==> config.mk <==
export PLATFORM = sky130hd
export DESIGN_NAME = iods_top
export DESIGN_NICKNAME = d
export VERILOG_FILES = /design/src/rtl/iods_pkg.sv /design/src/rtl/iods_top.sv /design/src/rtl/iods_fifo.sv /design/src/rtl/iods_tap_line.sv
export VERILOG_INCLUDE_DIRS = /design/src /design/src/rtl
export SDC_FILE = /design/constraint.sdc
export NUM_CORES = 1
export LEC_CHECK = 0
export CAP_MARGIN = 20
export CORE_ASPECT_RATIO = 1.1
export CORE_UTILIZATION = 57
export CTS_BUF_LIST = sky130_fd_sc_hd__clkbuf_8 sky130_fd_sc_hd__clkbuf_16
export CTS_CLUSTER_DIAMETER = 150
export DETAILED_ROUTE_END_ITERATION = 10
export DONT_BUFFER_PORTS = 1
export GPL_ROUTABILITY_DRIVEN = 0
export MAX_ROUTING_LAYER = met4
export PLACE_DENSITY = 0.85
export SLEW_MARGIN = 30
export SYNTH_ARGS = -nofsm -noshare
export SYNTH_HDL_FRONTEND = slang
export SYNTH_SLANG_ARGS = --single-unit
==> constraint.sdc <==
create_clock -name clock -period 4.45 [get_ports clock]
set_clock_uncertainty 0.1 [all_clocks]
set_input_delay 0.89 -clock clock [delete_from_list [all_inputs] [get_ports clock]]
set_output_delay 0.89 -clock clock [all_outputs]
set_load 0.03 [all_outputs]
==> src/rtl/iods_map.svh <==
`ifndef IODS_MAP_SVH
`define IODS_MAP_SVH
// ************************************************************
// Register offsets
// ************************************************************
`define IODS_OFS_CTRL   8'h00
`define IODS_OFS_TAP    8'h04
`define IODS_OFS_STEP   8'h08
`define IODS_OFS_TXD    8'h0c
`define IODS_OFS_RXD    8'h10
`define IODS_OFS_STAT   8'h14
// ************************************************************
// Field positions and values
// ************************************************************
`define IODS_STEP_INC   0
`define IODS_STEP_DEC   1
`define IODS_STEP_CAL   2
`define IODS_RXD_VALID  8
`define IODS_CTRL_RST   12'h004
`define IODS_TAP_RST    8'h00
`define IODS_TAP_MAX    8'hff
`define IODS_WID_MIN    4'h2
`define IODS_WID_PIN    4'h4
`define IODS_WID_MAX    4'h8
`define IODS_CAL_MAX    9'h1ff
`endif

==> src/rtl/iods_pkg.sv <==
package iods_pkg;
    // ************************************************************
    // Control register layout, highest bit first
    // ************************************************************
    typedef struct packed {
        logic [3:0] width;    // Parallel word width, 2 to 8
        logic       pd_en;    // Phase detector enable
        logic       cal_en;   // Calibration allowed
        logic       diff;     // Differential pair, cascaded converters
        logic       dir_out;  // Line drives outward
        logic       ddr;      // Shift on both link clock edges
        logic       reg_out;  // Registered output path
        logic       reg_in;   // Registered input path
        logic       en;       // Block enable
    } iods_ctrl_s;

    // Calibration sequencer
    typedef enum logic [1:0] {
        IODS_CAL_IDLE  = 2'b00,
        IODS_CAL_WAIT  = 2'b01,
        IODS_CAL_COUNT = 2'b10
    } iods_cal_e;
endpackage

==> src/rtl/iods_top.sv <==
// The address-and-strobe port and the address map were decided locally.
`include "iods_map.svh"
module iods_top #(
    parameter int TAPS  = 256,
    parameter int DEPTH = 16
) (
    // Clock and reset
    input  wire logic       clock,
    input  wire logic       rst_b,
    // Register port
    input  wire logic [7:0] addr,
    input  wire logic [31:0] wdata,
    input  wire logic       wr,
    input  wire logic       rd,
    output      logic [31:0] rdata,
    // Link
    input  wire logic       link_clk,
    input  wire logic       pin_in,
    output      logic       pin_out,
    output      logic       pin_oe_b
);
    // ************************************************************
    // Declarations
    // ************************************************************
    iods_pkg::iods_ctrl_s ctrl_reg;
    iods_pkg::iods_cal_e  cal_reg;
    logic [7:0]  tap_reg;
    logic [8:0]  cal_cnt_reg;
    logic        cal_done_reg;
    logic [2:0]  lclk_reg;
    logic [1:0]  din_reg;
    logic        in_q_reg;
    logic        out_q_reg;
    logic        prev_reg;
    logic        ev_d_reg;
    logic [7:0]  rx_sh_reg;
    logic [3:0]  rx_cnt_reg;
    logic [7:0]  tx_sh_reg;
    logic [3:0]  tx_cnt_reg;
    logic        tx_bit_reg;
    logic        ovf_reg;
    logic        pin_out_reg;
    logic        pin_oe_b_reg;
    logic [31:0] rdata_reg;
    logic        rise;
    logic        fall;
    logic        shift_ev;
    logic        dly_in;
    logic        dly_out;
    logic        rx_bit;
    logic [3:0]  wid;
    logic        rx_on;
    logic        word_done;
    logic        fifo_ready;
    logic        fifo_valid;
    logic [7:0]  fifo_data;
    logic        fifo_pop;
    logic [$clog2(DEPTH):0] fifo_level;
    logic        sw_inc;
    logic        sw_dec;
    logic        pd_inc;
    logic        pd_dec;
    logic        cal_go;
    logic        cal_load;

    // ************************************************************
    // Functions
    // ************************************************************
    // Single pins limited to 4 bits, pairs to 8, never below 2
    function automatic logic [3:0] eff_width(input logic [3:0] w, input logic diff);
        logic [3:0] lim;
        lim = diff ? `IODS_WID_MAX : `IODS_WID_PIN;
        if (w < `IODS_WID_MIN) begin
            return `IODS_WID_MIN;
        end else if (w > lim) begin
            return lim;
        end
        return w;
    endfunction

    // Saturating one-tap step
    function automatic logic [7:0] tap_step(input logic [7:0] t, input logic up, input logic dn);
        if (up && !dn && t != `IODS_TAP_MAX) begin
            return t + 8'h01;
        end else if (dn && !up && t != `IODS_TAP_RST) begin
            return t - 8'h01;
        end
        return t;
    endfunction

    // ************************************************************
    // Pin synchronisers and link clock edges
    // ************************************************************
    always_ff @(posedge clock or negedge rst_b) begin
        if (!rst_b) begin
            lclk_reg <= 3'h0;
            din_reg  <= 2'h0;
        end else begin
            lclk_reg <= {lclk_reg[1:0], link_clk};
            din_reg  <= {din_reg[0], pin_in};
        end
    end

    // Fast clock shifts once per rising edge; doubling on both edges
    assign rise     = lclk_reg[1] & ~lclk_reg[2];
    assign fall     = ~lclk_reg[1] & lclk_reg[2];
    assign shift_ev = ctrl_reg.en & (rise | (ctrl_reg.ddr & fall));
    assign wid      = eff_width(ctrl_reg.width, ctrl_reg.diff);

    // ************************************************************
    // Delay line shared by both directions
    // ************************************************************
    assign dly_in = ctrl_reg.dir_out ? tx_bit_reg : din_reg[1];

    iods_tap_line #(
        .TAPS (TAPS)
    ) u_tap (
        .clock (clock),
        .rst_b (rst_b),
        .din   (dly_in),
        .tap   (tap_reg),
        .dout  (dly_out)
    );

    // Registered copies for the registered paths and the phase detector
    always_ff @(posedge clock or negedge rst_b) begin
        if (!rst_b) begin
            in_q_reg  <= 1'b0;
            out_q_reg <= 1'b0;
            prev_reg  <= 1'b0;
            ev_d_reg  <= 1'b0;
        end else begin
            in_q_reg  <= dly_out;
            out_q_reg <= dly_out;
            prev_reg  <= dly_out;
            ev_d_reg  <= shift_ev;
        end
    end

    assign rx_bit = ctrl_reg.reg_in ? in_q_reg : dly_out;

    // ************************************************************
    // Register write side
    // ************************************************************
    assign sw_inc = wr && addr == `IODS_OFS_STEP && wdata[`IODS_STEP_INC];
    assign sw_dec = wr && addr == `IODS_OFS_STEP && wdata[`IODS_STEP_DEC];
    assign cal_go = wr && addr == `IODS_OFS_STEP && wdata[`IODS_STEP_CAL] && ctrl_reg.cal_en;

    // Control register
    always_ff @(posedge clock or negedge rst_b) begin
        if (!rst_b) begin
            ctrl_reg <= iods_pkg::iods_ctrl_s'(`IODS_CTRL_RST);
        end else if (wr && addr == `IODS_OFS_CTRL) begin
            ctrl_reg <= iods_pkg::iods_ctrl_s'(wdata[11:0]);
        end
    end

    // ************************************************************
    // Phase detector: transition at the sample point is too early,
    // transition one cycle after is too late
    // ************************************************************
    assign rx_on  = ctrl_reg.en & ~ctrl_reg.dir_out;
    assign pd_inc = ctrl_reg.pd_en & ctrl_reg.diff & rx_on & shift_ev & (dly_out != prev_reg);
    assign pd_dec = ctrl_reg.pd_en & ctrl_reg.diff & rx_on & ev_d_reg & (dly_out != prev_reg);

    // ************************************************************
    // Tap value
    // ************************************************************
    always_ff @(posedge clock or negedge rst_b) begin
        if (!rst_b) begin
            tap_reg <= `IODS_TAP_RST;
        end else if (cal_load) begin
            tap_reg <= (cal_cnt_reg[8:1] > `IODS_TAP_MAX) ? `IODS_TAP_MAX : cal_cnt_reg[8:1];
        end else if (wr && addr == `IODS_OFS_TAP) begin
            tap_reg <= wdata[7:0];
        end else begin
            tap_reg <= tap_step(tap_reg, sw_inc | pd_inc, sw_dec | pd_dec);
        end
    end

    // ************************************************************
    // Calibration: count taps over one link clock period
    // ************************************************************
    assign cal_load = (cal_reg == iods_pkg::IODS_CAL_COUNT) && rise;

    always_ff @(posedge clock or negedge rst_b) begin
        if (!rst_b) begin
            cal_reg      <= iods_pkg::IODS_CAL_IDLE;
            cal_cnt_reg  <= 9'h000;
            cal_done_reg <= 1'b0;
        end else begin
            case (cal_reg)
                iods_pkg::IODS_CAL_IDLE: begin
                    if (cal_go) begin
                        cal_reg      <= iods_pkg::IODS_CAL_WAIT;
                        cal_done_reg <= 1'b0;
                    end
                end
                iods_pkg::IODS_CAL_WAIT: begin
                    if (rise) begin
                        cal_reg     <= iods_pkg::IODS_CAL_COUNT;
                        cal_cnt_reg <= 9'h001;
                    end
                end
                iods_pkg::IODS_CAL_COUNT: begin
                    if (rise) begin
                        cal_reg      <= iods_pkg::IODS_CAL_IDLE;
                        cal_done_reg <= 1'b1;
                    end else if (cal_cnt_reg != `IODS_CAL_MAX) begin
                        cal_cnt_reg <= cal_cnt_reg + 9'h001;
                    end
                end
                default: begin
                    cal_reg <= iods_pkg::IODS_CAL_IDLE;
                end
            endcase
        end
    end

    // ************************************************************
    // Deserializer, stalls while the FIFO is full
    // ************************************************************
    assign word_done = rx_on & shift_ev & fifo_ready & (rx_cnt_reg == wid - 4'h1);

    always_ff @(posedge clock or negedge rst_b) begin
        if (!rst_b) begin
            rx_sh_reg  <= 8'h00;
            rx_cnt_reg <= 4'h0;
            ovf_reg    <= 1'b0;
        end else begin
            if (rx_on && shift_ev && fifo_ready) begin
                rx_sh_reg  <= {rx_sh_reg[6:0], rx_bit};
                rx_cnt_reg <= word_done ? 4'h0 : rx_cnt_reg + 4'h1;
            end
            if (rx_on && shift_ev && !fifo_ready) begin
                ovf_reg <= 1'b1;
            end else if (wr && addr == `IODS_OFS_STAT) begin
                ovf_reg <= 1'b0;
            end
        end
    end

    assign fifo_pop = rd && addr == `IODS_OFS_RXD;

    iods_fifo #(
        .WIDTH (8),
        .DEPTH (DEPTH)
    ) u_fifo (
        .clock     (clock),
        .rst_b     (rst_b),
        .in_valid  (word_done),
        .in_data   ({rx_sh_reg[6:0], rx_bit} & ((8'h01 << wid) - 8'h01)),
        .in_ready  (fifo_ready),
        .out_valid (fifo_valid),
        .out_data  (fifo_data),
        .out_ready (fifo_pop),
        .level     (fifo_level)
    );

    // ************************************************************
    // Serializer, MSB first, one bit per shift event
    // ************************************************************
    always_ff @(posedge clock or negedge rst_b) begin
        if (!rst_b) begin
            tx_sh_reg  <= 8'h00;
            tx_cnt_reg <= 4'h0;
            tx_bit_reg <= 1'b0;
        end else if (wr && addr == `IODS_OFS_TXD && tx_cnt_reg == 4'h0) begin
            tx_sh_reg  <= wdata[7:0] << (4'h8 - wid);
            tx_cnt_reg <= wid;
        end else if (ctrl_reg.dir_out && shift_ev && tx_cnt_reg != 4'h0) begin
            tx_bit_reg <= tx_sh_reg[7];
            tx_sh_reg  <= {tx_sh_reg[6:0], 1'b0};
            tx_cnt_reg <= tx_cnt_reg - 4'h1;
        end
    end

    // Pin drivers
    always_ff @(posedge clock or negedge rst_b) begin
        if (!rst_b) begin
            pin_out_reg  <= 1'b0;
            pin_oe_b_reg <= 1'b1;
        end else begin
            pin_out_reg  <= ctrl_reg.reg_out ? out_q_reg : dly_out;
            pin_oe_b_reg <= ~(ctrl_reg.en & ctrl_reg.dir_out);
        end
    end

    // ************************************************************
    // Read side, data one cycle after the strobe
    // ************************************************************
    always_ff @(posedge clock or negedge rst_b) begin
        if (!rst_b) begin
            rdata_reg <= 32'h0000_0000;
        end else if (!rd) begin
            rdata_reg <= 32'h0000_0000;
        end else if (addr == `IODS_OFS_CTRL) begin
            rdata_reg <= {20'h00000, ctrl_reg};
        end else if (addr == `IODS_OFS_TAP) begin
            rdata_reg <= {24'h000000, tap_reg};
        end else if (addr == `IODS_OFS_RXD) begin
            rdata_reg <= {23'h000000, fifo_valid, fifo_valid ? fifo_data : 8'h00};
        end else if (addr == `IODS_OFS_STAT) begin
            rdata_reg <= {19'h00000, 8'(fifo_level), 1'b0, ovf_reg, tx_cnt_reg != 4'h0,
                          cal_reg != iods_pkg::IODS_CAL_IDLE, cal_done_reg};
        end else begin
            rdata_reg <= 32'h0000_0000;
        end
    end

    assign rdata    = rdata_reg;
    assign pin_out  = pin_out_reg;
    assign pin_oe_b = pin_oe_b_reg;
endmodule

==> src/rtl/iods_fifo.sv <==
module iods_fifo #(
    parameter int WIDTH = 8,
    parameter int DEPTH = 16
) (
    // Clock and reset
    input  wire logic             clock,
    input  wire logic             rst_b,
    // Filling side
    input  wire logic             in_valid,
    input  wire logic [WIDTH-1:0] in_data,
    output      logic             in_ready,
    // Draining side
    output      logic             out_valid,
    output      logic [WIDTH-1:0] out_data,
    input  wire logic             out_ready,
    // Fill level
    output      logic [$clog2(DEPTH):0] level
);
    localparam int AW = $clog2(DEPTH);

    logic [WIDTH-1:0] mem_reg [DEPTH];
    logic [AW-1:0]    wp_reg;
    logic [AW-1:0]    rp_reg;
    logic [AW:0]      cnt_reg;
    logic             push;
    logic             pop;

    // Handshakes and flags
    assign in_ready  = (cnt_reg != AW'(0) + (AW+1)'(DEPTH));
    assign out_valid = (cnt_reg != '0);
    assign out_data  = mem_reg[rp_reg];
    assign level     = cnt_reg;
    assign push      = in_valid & in_ready;
    assign pop       = out_valid & out_ready;

    // Storage
    always_ff @(posedge clock) begin
        if (push) begin
            mem_reg[wp_reg] <= in_data;
        end
    end

    // Pointers and count
    always_ff @(posedge clock or negedge rst_b) begin
        if (!rst_b) begin
            wp_reg  <= '0;
            rp_reg  <= '0;
            cnt_reg <= '0;
        end else begin
            if (push) begin
                wp_reg <= wp_reg + AW'(1);
            end
            if (pop) begin
                rp_reg <= rp_reg + AW'(1);
            end
            cnt_reg <= cnt_reg + (AW+1)'(push) - (AW+1)'(pop);
        end
    end
endmodule

==> src/rtl/iods_tap_line.sv <==
module iods_tap_line #(
    parameter int TAPS = 256
) (
    // Clock and reset
    input  wire logic                    clock,
    input  wire logic                    rst_b,
    // Line
    input  wire logic                    din,
    input  wire logic [$clog2(TAPS)-1:0] tap,
    output      logic                    dout
);
    logic [TAPS-1:0] hist_reg;

    // One tap is one clock period of delay
    always_ff @(posedge clock or negedge rst_b) begin
        if (!rst_b) begin
            hist_reg <= '0;
        end else begin
            hist_reg <= {hist_reg[TAPS-2:0], din};
        end
    end

    // Tap zero is the undelayed sample
    assign dout = (tap == '0) ? din : hist_reg[tap - 1'b1];
endmodule

# Yosys cells after proc, flatten, opt, wreduce, memory -nomap -nowiden
# Memories as Yosys holds them, arrays and structs flattened.
# Index checks and enable logic that the tools add are counted.
# Widths: inputs -> output; s select.
dict set report totals {
  elab_cells 181
  in_bits 46
  mem_bits_rw 128
  n_memories 1
  register_bits 367
  out_inout_bits 34
}
# name words word_bits rd rd_clocked_by_memory_dff write_ports line
set mem_list {}
lappend mem_list {u_fifo.mem_reg 16 8 1 0 1 iods_fifo.sv:21} ;# logic [WIDTH-1:0] mem_reg [DEPTH];
dict set report op_classes {
  n_eq_ne 17
  shifts 2
  order_cmp 4
  n_mux 48
  n_reduce_logical 41
  add_sub_neg 12
  n_bitwise 26
}
# cell n
set ops {}
lappend ops {{$mux 8} 9}
lappend ops {{$mux 10} 3}
lappend ops {{$mux 4} 7}
lappend ops {{$mux 9} 3}
lappend ops {{$mux 12} 2}
lappend ops {{$logic_and 1x1->1} 21}
lappend ops {{$pmux 9 s2} 1}
lappend ops {{$and 1x1->1} 17}
lappend ops {{$mux 1} 17}
lappend ops {{$eq 8x4->1 const B} 2}
lappend ops {{$eq 8x5->1 const B} 2}
lappend ops {{$logic_not 8->1} 2}
lappend ops {{$sub 8x1->8 const B} 2}
lappend ops {{$add 4x1->4 const B} 3}
lappend ops {{$reduce_bool 2->1} 5}
lappend ops {{$add 9x1->9 const B} 1}
lappend ops {{$lt 8x9->1 const B} 1}
lappend ops {{$ne 9x9->1 const B} 1}
lappend ops {{$add 8x1->8 const B} 1}
lappend ops {{$and 8x8->8} 1}
lappend ops {{$bmux 1 s8} 1}
lappend ops {{$eq 8x3->1 const B} 1}
lappend ops {{$gt 8x8->1 const B} 1}
lappend ops {{$ne 2x2->1 const B} 4}
lappend ops {{other kinds (30)} 42}

# Longest topological paths before layout
dict set report logic_depth {
  depth_word 18
  depth_mapped 23
  depth_no_buf 18
}

# Modules after synthesis
# From an unflattened synthesis, not the netlist that was laid out.
dict set report hier_totals {
  hier_cells 1323
  area_unflattened_um2 19585.0
}
# module instances cells_each area_each_um2 seq_area_each_um2
set modules_own_cells {}
lappend modules_own_cells {iods_tap_line 1 503 8889.8 6406.1}
lappend modules_own_cells {iods_fifo 1 321 5749.3 4169.0}
lappend modules_own_cells {iods_top 1 499 4946.0 1954.4}

# Worst setup path before layout
# Ideal clock, no wire load.
dict set report synth_path {
  path_kind {reg-to-reg}
  start {register tap_reg[0]}
  end {register tap_reg[4]}
  synth_period_minus_slack_ns 4.829
  path_buffers 5
  setup_slack_ns -0.379
  required_ns 4.281
  stages_incl_launch_ff 20
  arrival_time_ns 4.660
  setup_ns 0.069
  cell_sequence {dfrtp_1 -> buf_4 -> inv_1 -> buf_1 -> ha_1 -> buf_2 -> xor2_4 -> buf_12 -> mux4_2 -> mux2_2 -> o221ai_1 -> o32ai_1 -> a2111oi_4 -> or2_1 -> o221a_2 -> nand2b_4 -> and3_4 -> buf_6 -> or4_1 -> nand3_1}
}
dict set report synth_between {
  elab_chain_len 15
  word_cells_on_any_way 29
  cone_classes {add/sub (2); eq/ne (2); mux (12); bitwise (4); reduce/logical (9)}
}
# item line
set synth_lines {}
lappend synth_lines {{from (decl)} iods_top.sv:27} ;# logic [7:0] tap_reg;
lappend synth_lines {{from (signal assigned)} iods_top.sv:171} ;# tap_reg <= `IODS_TAP_RST;
lappend synth_lines {{from (signal assigned)} iods_top.sv:173} ;# tap_reg <= (cal_cnt_reg[8:1] > `IODS_TAP_MAX) ? `IODS_TAP_MAX : cal_cnt_reg[8:1];
lappend synth_lines {{from (signal assigned)} iods_top.sv:175} ;# tap_reg <= wdata[7:0];
lappend synth_lines {{$sub 8x1->8} {iods_top.sv:86, iods_tap_line.sv:24}}
lappend synth_lines {{$bmux 1 s8} iods_tap_line.sv:24} ;# assign dout = (tap == '0) ? din : hist_reg[tap - 1'b1];
lappend synth_lines {{$mux 1 (implied by the code)} iods_tap_line.sv:24}
lappend synth_lines {{$mux 1} iods_tap_line.sv:24}
lappend synth_lines {{$ne 1x1->1} {iods_top.sv:163, iods_top.sv:164}}
lappend synth_lines {{$and 1x1->1} iods_top.sv:163} ;# assign pd_inc = ctrl_reg.pd_en & ctrl_reg.diff & rx_on & shift_ev & (dly_out != prev_reg);
lappend synth_lines {{$or 1x1->1} iods_top.sv:177} ;# tap_reg <= tap_step(tap_reg, sw_inc | pd_inc, sw_dec | pd_dec);
lappend synth_lines {{$logic_not 1->1} iods_top.sv:85} ;# end else if (dn && !up && t != `IODS_TAP_RST) begin
lappend synth_lines {{$logic_and 1x1->1} iods_top.sv:85}
lappend synth_lines {{$logic_and 1x1->1 (no line)} -}
lappend synth_lines {{$mux 1} iods_top.sv:85}
lappend synth_lines {{$mux 1} iods_top.sv:83} ;# if (up && !dn && t != `IODS_TAP_MAX) begin
lappend synth_lines {{$mux 1} iods_top.sv:174} ;# end else if (wr && addr == `IODS_OFS_TAP) begin
lappend synth_lines {{$mux 1} iods_top.sv:172} ;# end else if (cal_load) begin
lappend synth_lines {{$reduce_bool 3->1 (no line)} -}
# Parallel ways exist; a longest one is shown, timed or not. The select of a mux whose other input is x is not followed.
# A chain may end at the register's enable or synchronous reset.

# Worst setup path after layout
dict set report layout_path {
  start {register ctrl_reg[11] (netlist name)}
  end {memory u_fifo.mem_reg[9][2] (enable)}
}
dict set report layout_between {
  elab_chain_len 10
  word_cells_on_any_way 12
  cone_classes {add/sub (1); order compare (2); eq/ne (1); mux (6); bitwise (2)}
}
# item line
set layout_lines {}
lappend layout_lines {{from (decl)} iods_top.sv:25} ;# iods_pkg::iods_ctrl_s ctrl_reg;
lappend layout_lines {{from (signal assigned)} iods_top.sv:152} ;# ctrl_reg <= iods_pkg::iods_ctrl_s'(`IODS_CTRL_RST);
lappend layout_lines {{from (signal assigned)} iods_top.sv:154} ;# ctrl_reg <= iods_pkg::iods_ctrl_s'(wdata[11:0]);
lappend layout_lines {{$gt 4x4->1} iods_top.sv:75} ;# end else if (w > lim) begin
lappend layout_lines {{$mux 1} iods_top.sv:75}
lappend layout_lines {{$mux 1} iods_top.sv:73} ;# if (w < `IODS_WID_MIN) begin
lappend layout_lines {{$mux 4 *} iods_top.sv:78} ;# return w;
lappend layout_lines {{$sub 4x1->4 *} iods_top.sv:223} ;# assign word_done = rx_on & shift_ev & fifo_ready & (rx_cnt_reg == wid - 4'h1);
lappend layout_lines {{$eq 4x4->1 *} iods_top.sv:223}
lappend layout_lines {{$and 1x1->1 *} iods_top.sv:223}
lappend layout_lines {{$and 1x1->1 *} iods_fifo.sv:33} ;# assign push = in_valid & in_ready;
lappend layout_lines {{$mux 1 *} iods_fifo.sv:38} ;# if (push) begin
lappend layout_lines {{$mux 1 (implied by the code) *} iods_fifo.sv:39} ;# mem_reg[wp_reg] <= in_data;
lappend layout_lines {{to (decl)} iods_fifo.sv:21}
# Every way passes the cells marked *; elsewhere a longest branch is shown, timed or not.

==> flow_metrics.tcl <==
set metrics [dict create \
    final.hold.worst_slack_ns -0.0629 \
    synth_compound_gate_area_share_pct 5.36 \
    cell_with_the_most_instances_after_synthesis "sky130_fd_sc_hd__dfrtp_1" \
    endpoint_kind "flop" \
    die_width_um 177 \
    dr_total_vias 11100 \
    critical_path_endpoint "u_fifo.mem_reg[9][2]" \
    final-seq-area_mm2 0.0125 \
    n_fill_cell 2147 \
    finalCoreUtilization_pct 64.4 \
    post-synth-top-area-fraction_pct 44.8 \
    synthSimpleGateAreaFrac_pct 7.01 \
    layout-drive-gt1-share_pct 20.9 \
    clk_latency_ns 0.56 \
    number_of_flip_flops_in_the_largest_register 256 \
    initial_core_util_pct 57.8 \
    beginning_of_the_critical_path "ctrl_reg[11]" \
    timing.final.crit_period_ns 4.32 \
    port_buffers 0 \
    synth_common_cells "sky130_fd_sc_hd__dfrtp_1 (345), sky130_fd_sc_hd__edfxtp_1 (128), sky130_fd_sc_hd__mux4_2 (96), sky130_fd_sc_hd__nor2_1 (81), sky130_fd_sc_hd__nand2_1 (76)" \
    ys_dominant_reg_cell "sky130_fd_sc_hd__dfrtp_1" \
    yosysWarnings 0 \
    worst_r2r_endpoint "u_fifo.mem_reg[9][2]" \
    xor_xnor_share_of_the_synthesized_area_pct 1.78 \
    leakagePower_nw 9.15 \
    route.detailed.drc 0 \
    die-area_mm2 0.0345 \
    setup.worst_path.start_class "flop" \
    ys_ff_latch 475 \
    synthDistinctLibCells 75 \
    floorplan.core_area_mm2 0.0333 \
    htreeDepth 2 \
    async_reset_ff_share_pct 73.1 \
    grt_antenna_before_repair 0 \
    setup-tns-final_ns 0 \
    grt_first_pass_wirelength_um 66700 \
    diodes 0 \
    finish.net_count 1383 \
    post_drt_wl_per_cell_um 23.9 \
    cts_num_sinks 475 \
    cts_tree "done" \
    ctsLongestPathBuffers 3 \
    worst_ep_arrival_time_ns 4.43 \
    yosysTopAreaCell "sky130_fd_sc_hd__dfrtp_1" \
    multiInputGateArea_mm2 0.00628 \
    drt-vias-per-instance 6.26 \
    achievable-frequency_mhz 232 \
    crit_path_max_fanout 9 \
    portion_of_the_clock_cycle_consumed_by_the_worst_path_in_the_final_layout_pct 97.0 \
    yosysSeqAreaShare_pct 65.1 \
    syn_avg_cell_area_um2 15.3 \
    drt_first_pass_iters 5 \
    dominant_combinational_cell_family_by_area_after_synthesis "multiplexers" \
    grt_remaining_overflow 0 \
    worstMarginPinSlew_ns 0.796 \
    post_synth_fa_ha_maj_area_fraction_pct 1.92 \
    finalSetupViolations 0 \
    synthTopCellsByArea "sky130_fd_sc_hd__dfrtp_1 (45%), sky130_fd_sc_hd__edfxtp_1 (20%), sky130_fd_sc_hd__mux4_2 (11%)" \
    grt_setup_unrepaired "yes" \
    numCtsBuffers 45 \
    criticalPathCategory "reg2reg" \
    cts.reportedPaths.clkPinSlew_ns 0.06 \
    vdd_drop_max_v 0.000411 \
    slew_viol_final 0 \
    reg2reg_setup_slack_ns 0.13 \
    violations "hold timing" \
    synthMuxAreaShare_pct 15.9 \
    r2r.worst_path.cells 11 \
    timing.final.hold_violations 57 \
    timing.critical_path.required_ns 4.56 \
    grtUsageTotal_pct 26.4 \
    num_io_pins 80 \
    worstReg2RegStart "ctrl_reg[11]" \
    holdCritPathClass "in2async" \
    result_of_the_run "finished, violations left" \
    row_count 70 \
    max_cap_violations 0 \
    max_slew_headroom_pct 46.2 \
    pin_count_of_the_biggest_net_entering_global_routing 348 \
    die_y_um 195 \
    number_of_standard_cells_after_synthesis 1262 \
    clock-root-buffer "sky130_fd_sc_hd__clkbuf_16" \
    drt-initial-drc-count 1054 \
    first_global_vias 11700 \
    detailed_route_wire_length_um 42500 \
    synth_enable_flop_cells 128 \
    powerDensity_mw_per_mm2 490 \
    area_growth_syn_to_layout_pct 11.4 \
    design_power_total_mw 10.5 \
    half_perimeter_wire_length_of_the_detailed_placement_result_um 26500 \
    ant_nets 0 \
    syn-cell-area_mm2 0.0193 \
]
-- layer usage --
metal	vias up	GRT usage, %	part of all wire (%)
li1	4708	-	-
met1	5786	33.5	39
met2	488	42.2	50
met3	138	4.32	6.0
met4	0	11.8	4.9
met5	-	-	0
-- layout by cell type (no fill, tap or decap), drive strengths merged, types with 38 or more instances in the layout --
cell / instances
edfxtp: 128
a21oi: 51
clkbuf: 56
mux4: 102
inv: 44
buf: 58
nor2: 81
nand2: 76
dfrtp: 345
o21ai: 38
mux2i: 39
-- worst max-delay path, stage by stage, from the launching register on --
cell,delay [ns]
sky130_fd_sc_hd__dfrtp_1,0.45
sky130_fd_sc_hd__ha_1,0.34
sky130_fd_sc_hd__a21oi_1,0.24
sky130_fd_sc_hd__nand2_1,0.11
sky130_fd_sc_hd__nor2_1,0.35
sky130_fd_sc_hd__inv_2,0.23
sky130_fd_sc_hd__ha_1,0.25
sky130_fd_sc_hd__xnor2_1,0.23
sky130_fd_sc_hd__xnor2_1,0.19
sky130_fd_sc_hd__nand4_1,0.25
sky130_fd_sc_hd__nor4b_1,0.73
sky130_fd_sc_hd__and2_1,0.52
-- worst min-delay path by stage --
stage,start,end,slack [ns],cells after the start
after floorplan,din_reg[0],din_reg[1],0.23,0
after global placement,din_reg[0],din_reg[1],0.24,0
after detailed placement,din_reg[0],din_reg[1],0.23,0
after CTS,rst_b,u_tap.hist_reg[127],-0.08,0
after global routing,rst_b,u_tap.hist_reg[107],-0.08,0
final,rst_b,u_tap.hist_reg[108],-0.06,0
-- area by class of cell --
cell class,instances,area share (%)
Sequential cell,475,58.5
Multi-Input combinational cell,695,29.3
Clock buffer,55,5.89
Tap cell,432,2.52
Timing Repair Buffer,59,2.38
Clock inverter,28,0.893
Inverter,32,0.560
-- per-stage QoR --
stage                     instance area [µm²]  std cells  worst slack [ns]
after detailed placement                19900       1692            0.0308
after floorplan                         19300       1281            0.0216
after global placement                  19900       1692             0.145
after global routing                    21400       1776           -0.0462
after CTS                               21400       1774            0.0164
final                                   21400       1776             0.133
-- power breakdown --
group / internal (mW) / switching, mW / total [mW]
clock: 2.09 / 1.65 / 3.74
sequential: 4.63 / 0.133 / 4.76
combinational: 0.889 / 1.13 / 2.01
total: 7.61 / 2.91 / 10.5
-- cell families after synthesis --
group           after synthesis
fa+ha+maj                    29
simple gates                277
flops                       475
compound gates              160
other cells                   1
buf+inv                     111
xor+xnor                     37
mux                         172
-- repair_timing --
action	CTS	global route
gates cloned	0	1
buffers inserted	0	1
setup endpoints to repair	8	72
resized for setup	1	7
pin swaps	0	0
hold endpoints to repair	345	246
Note: power is estimated with default switching activity, not from simulation.
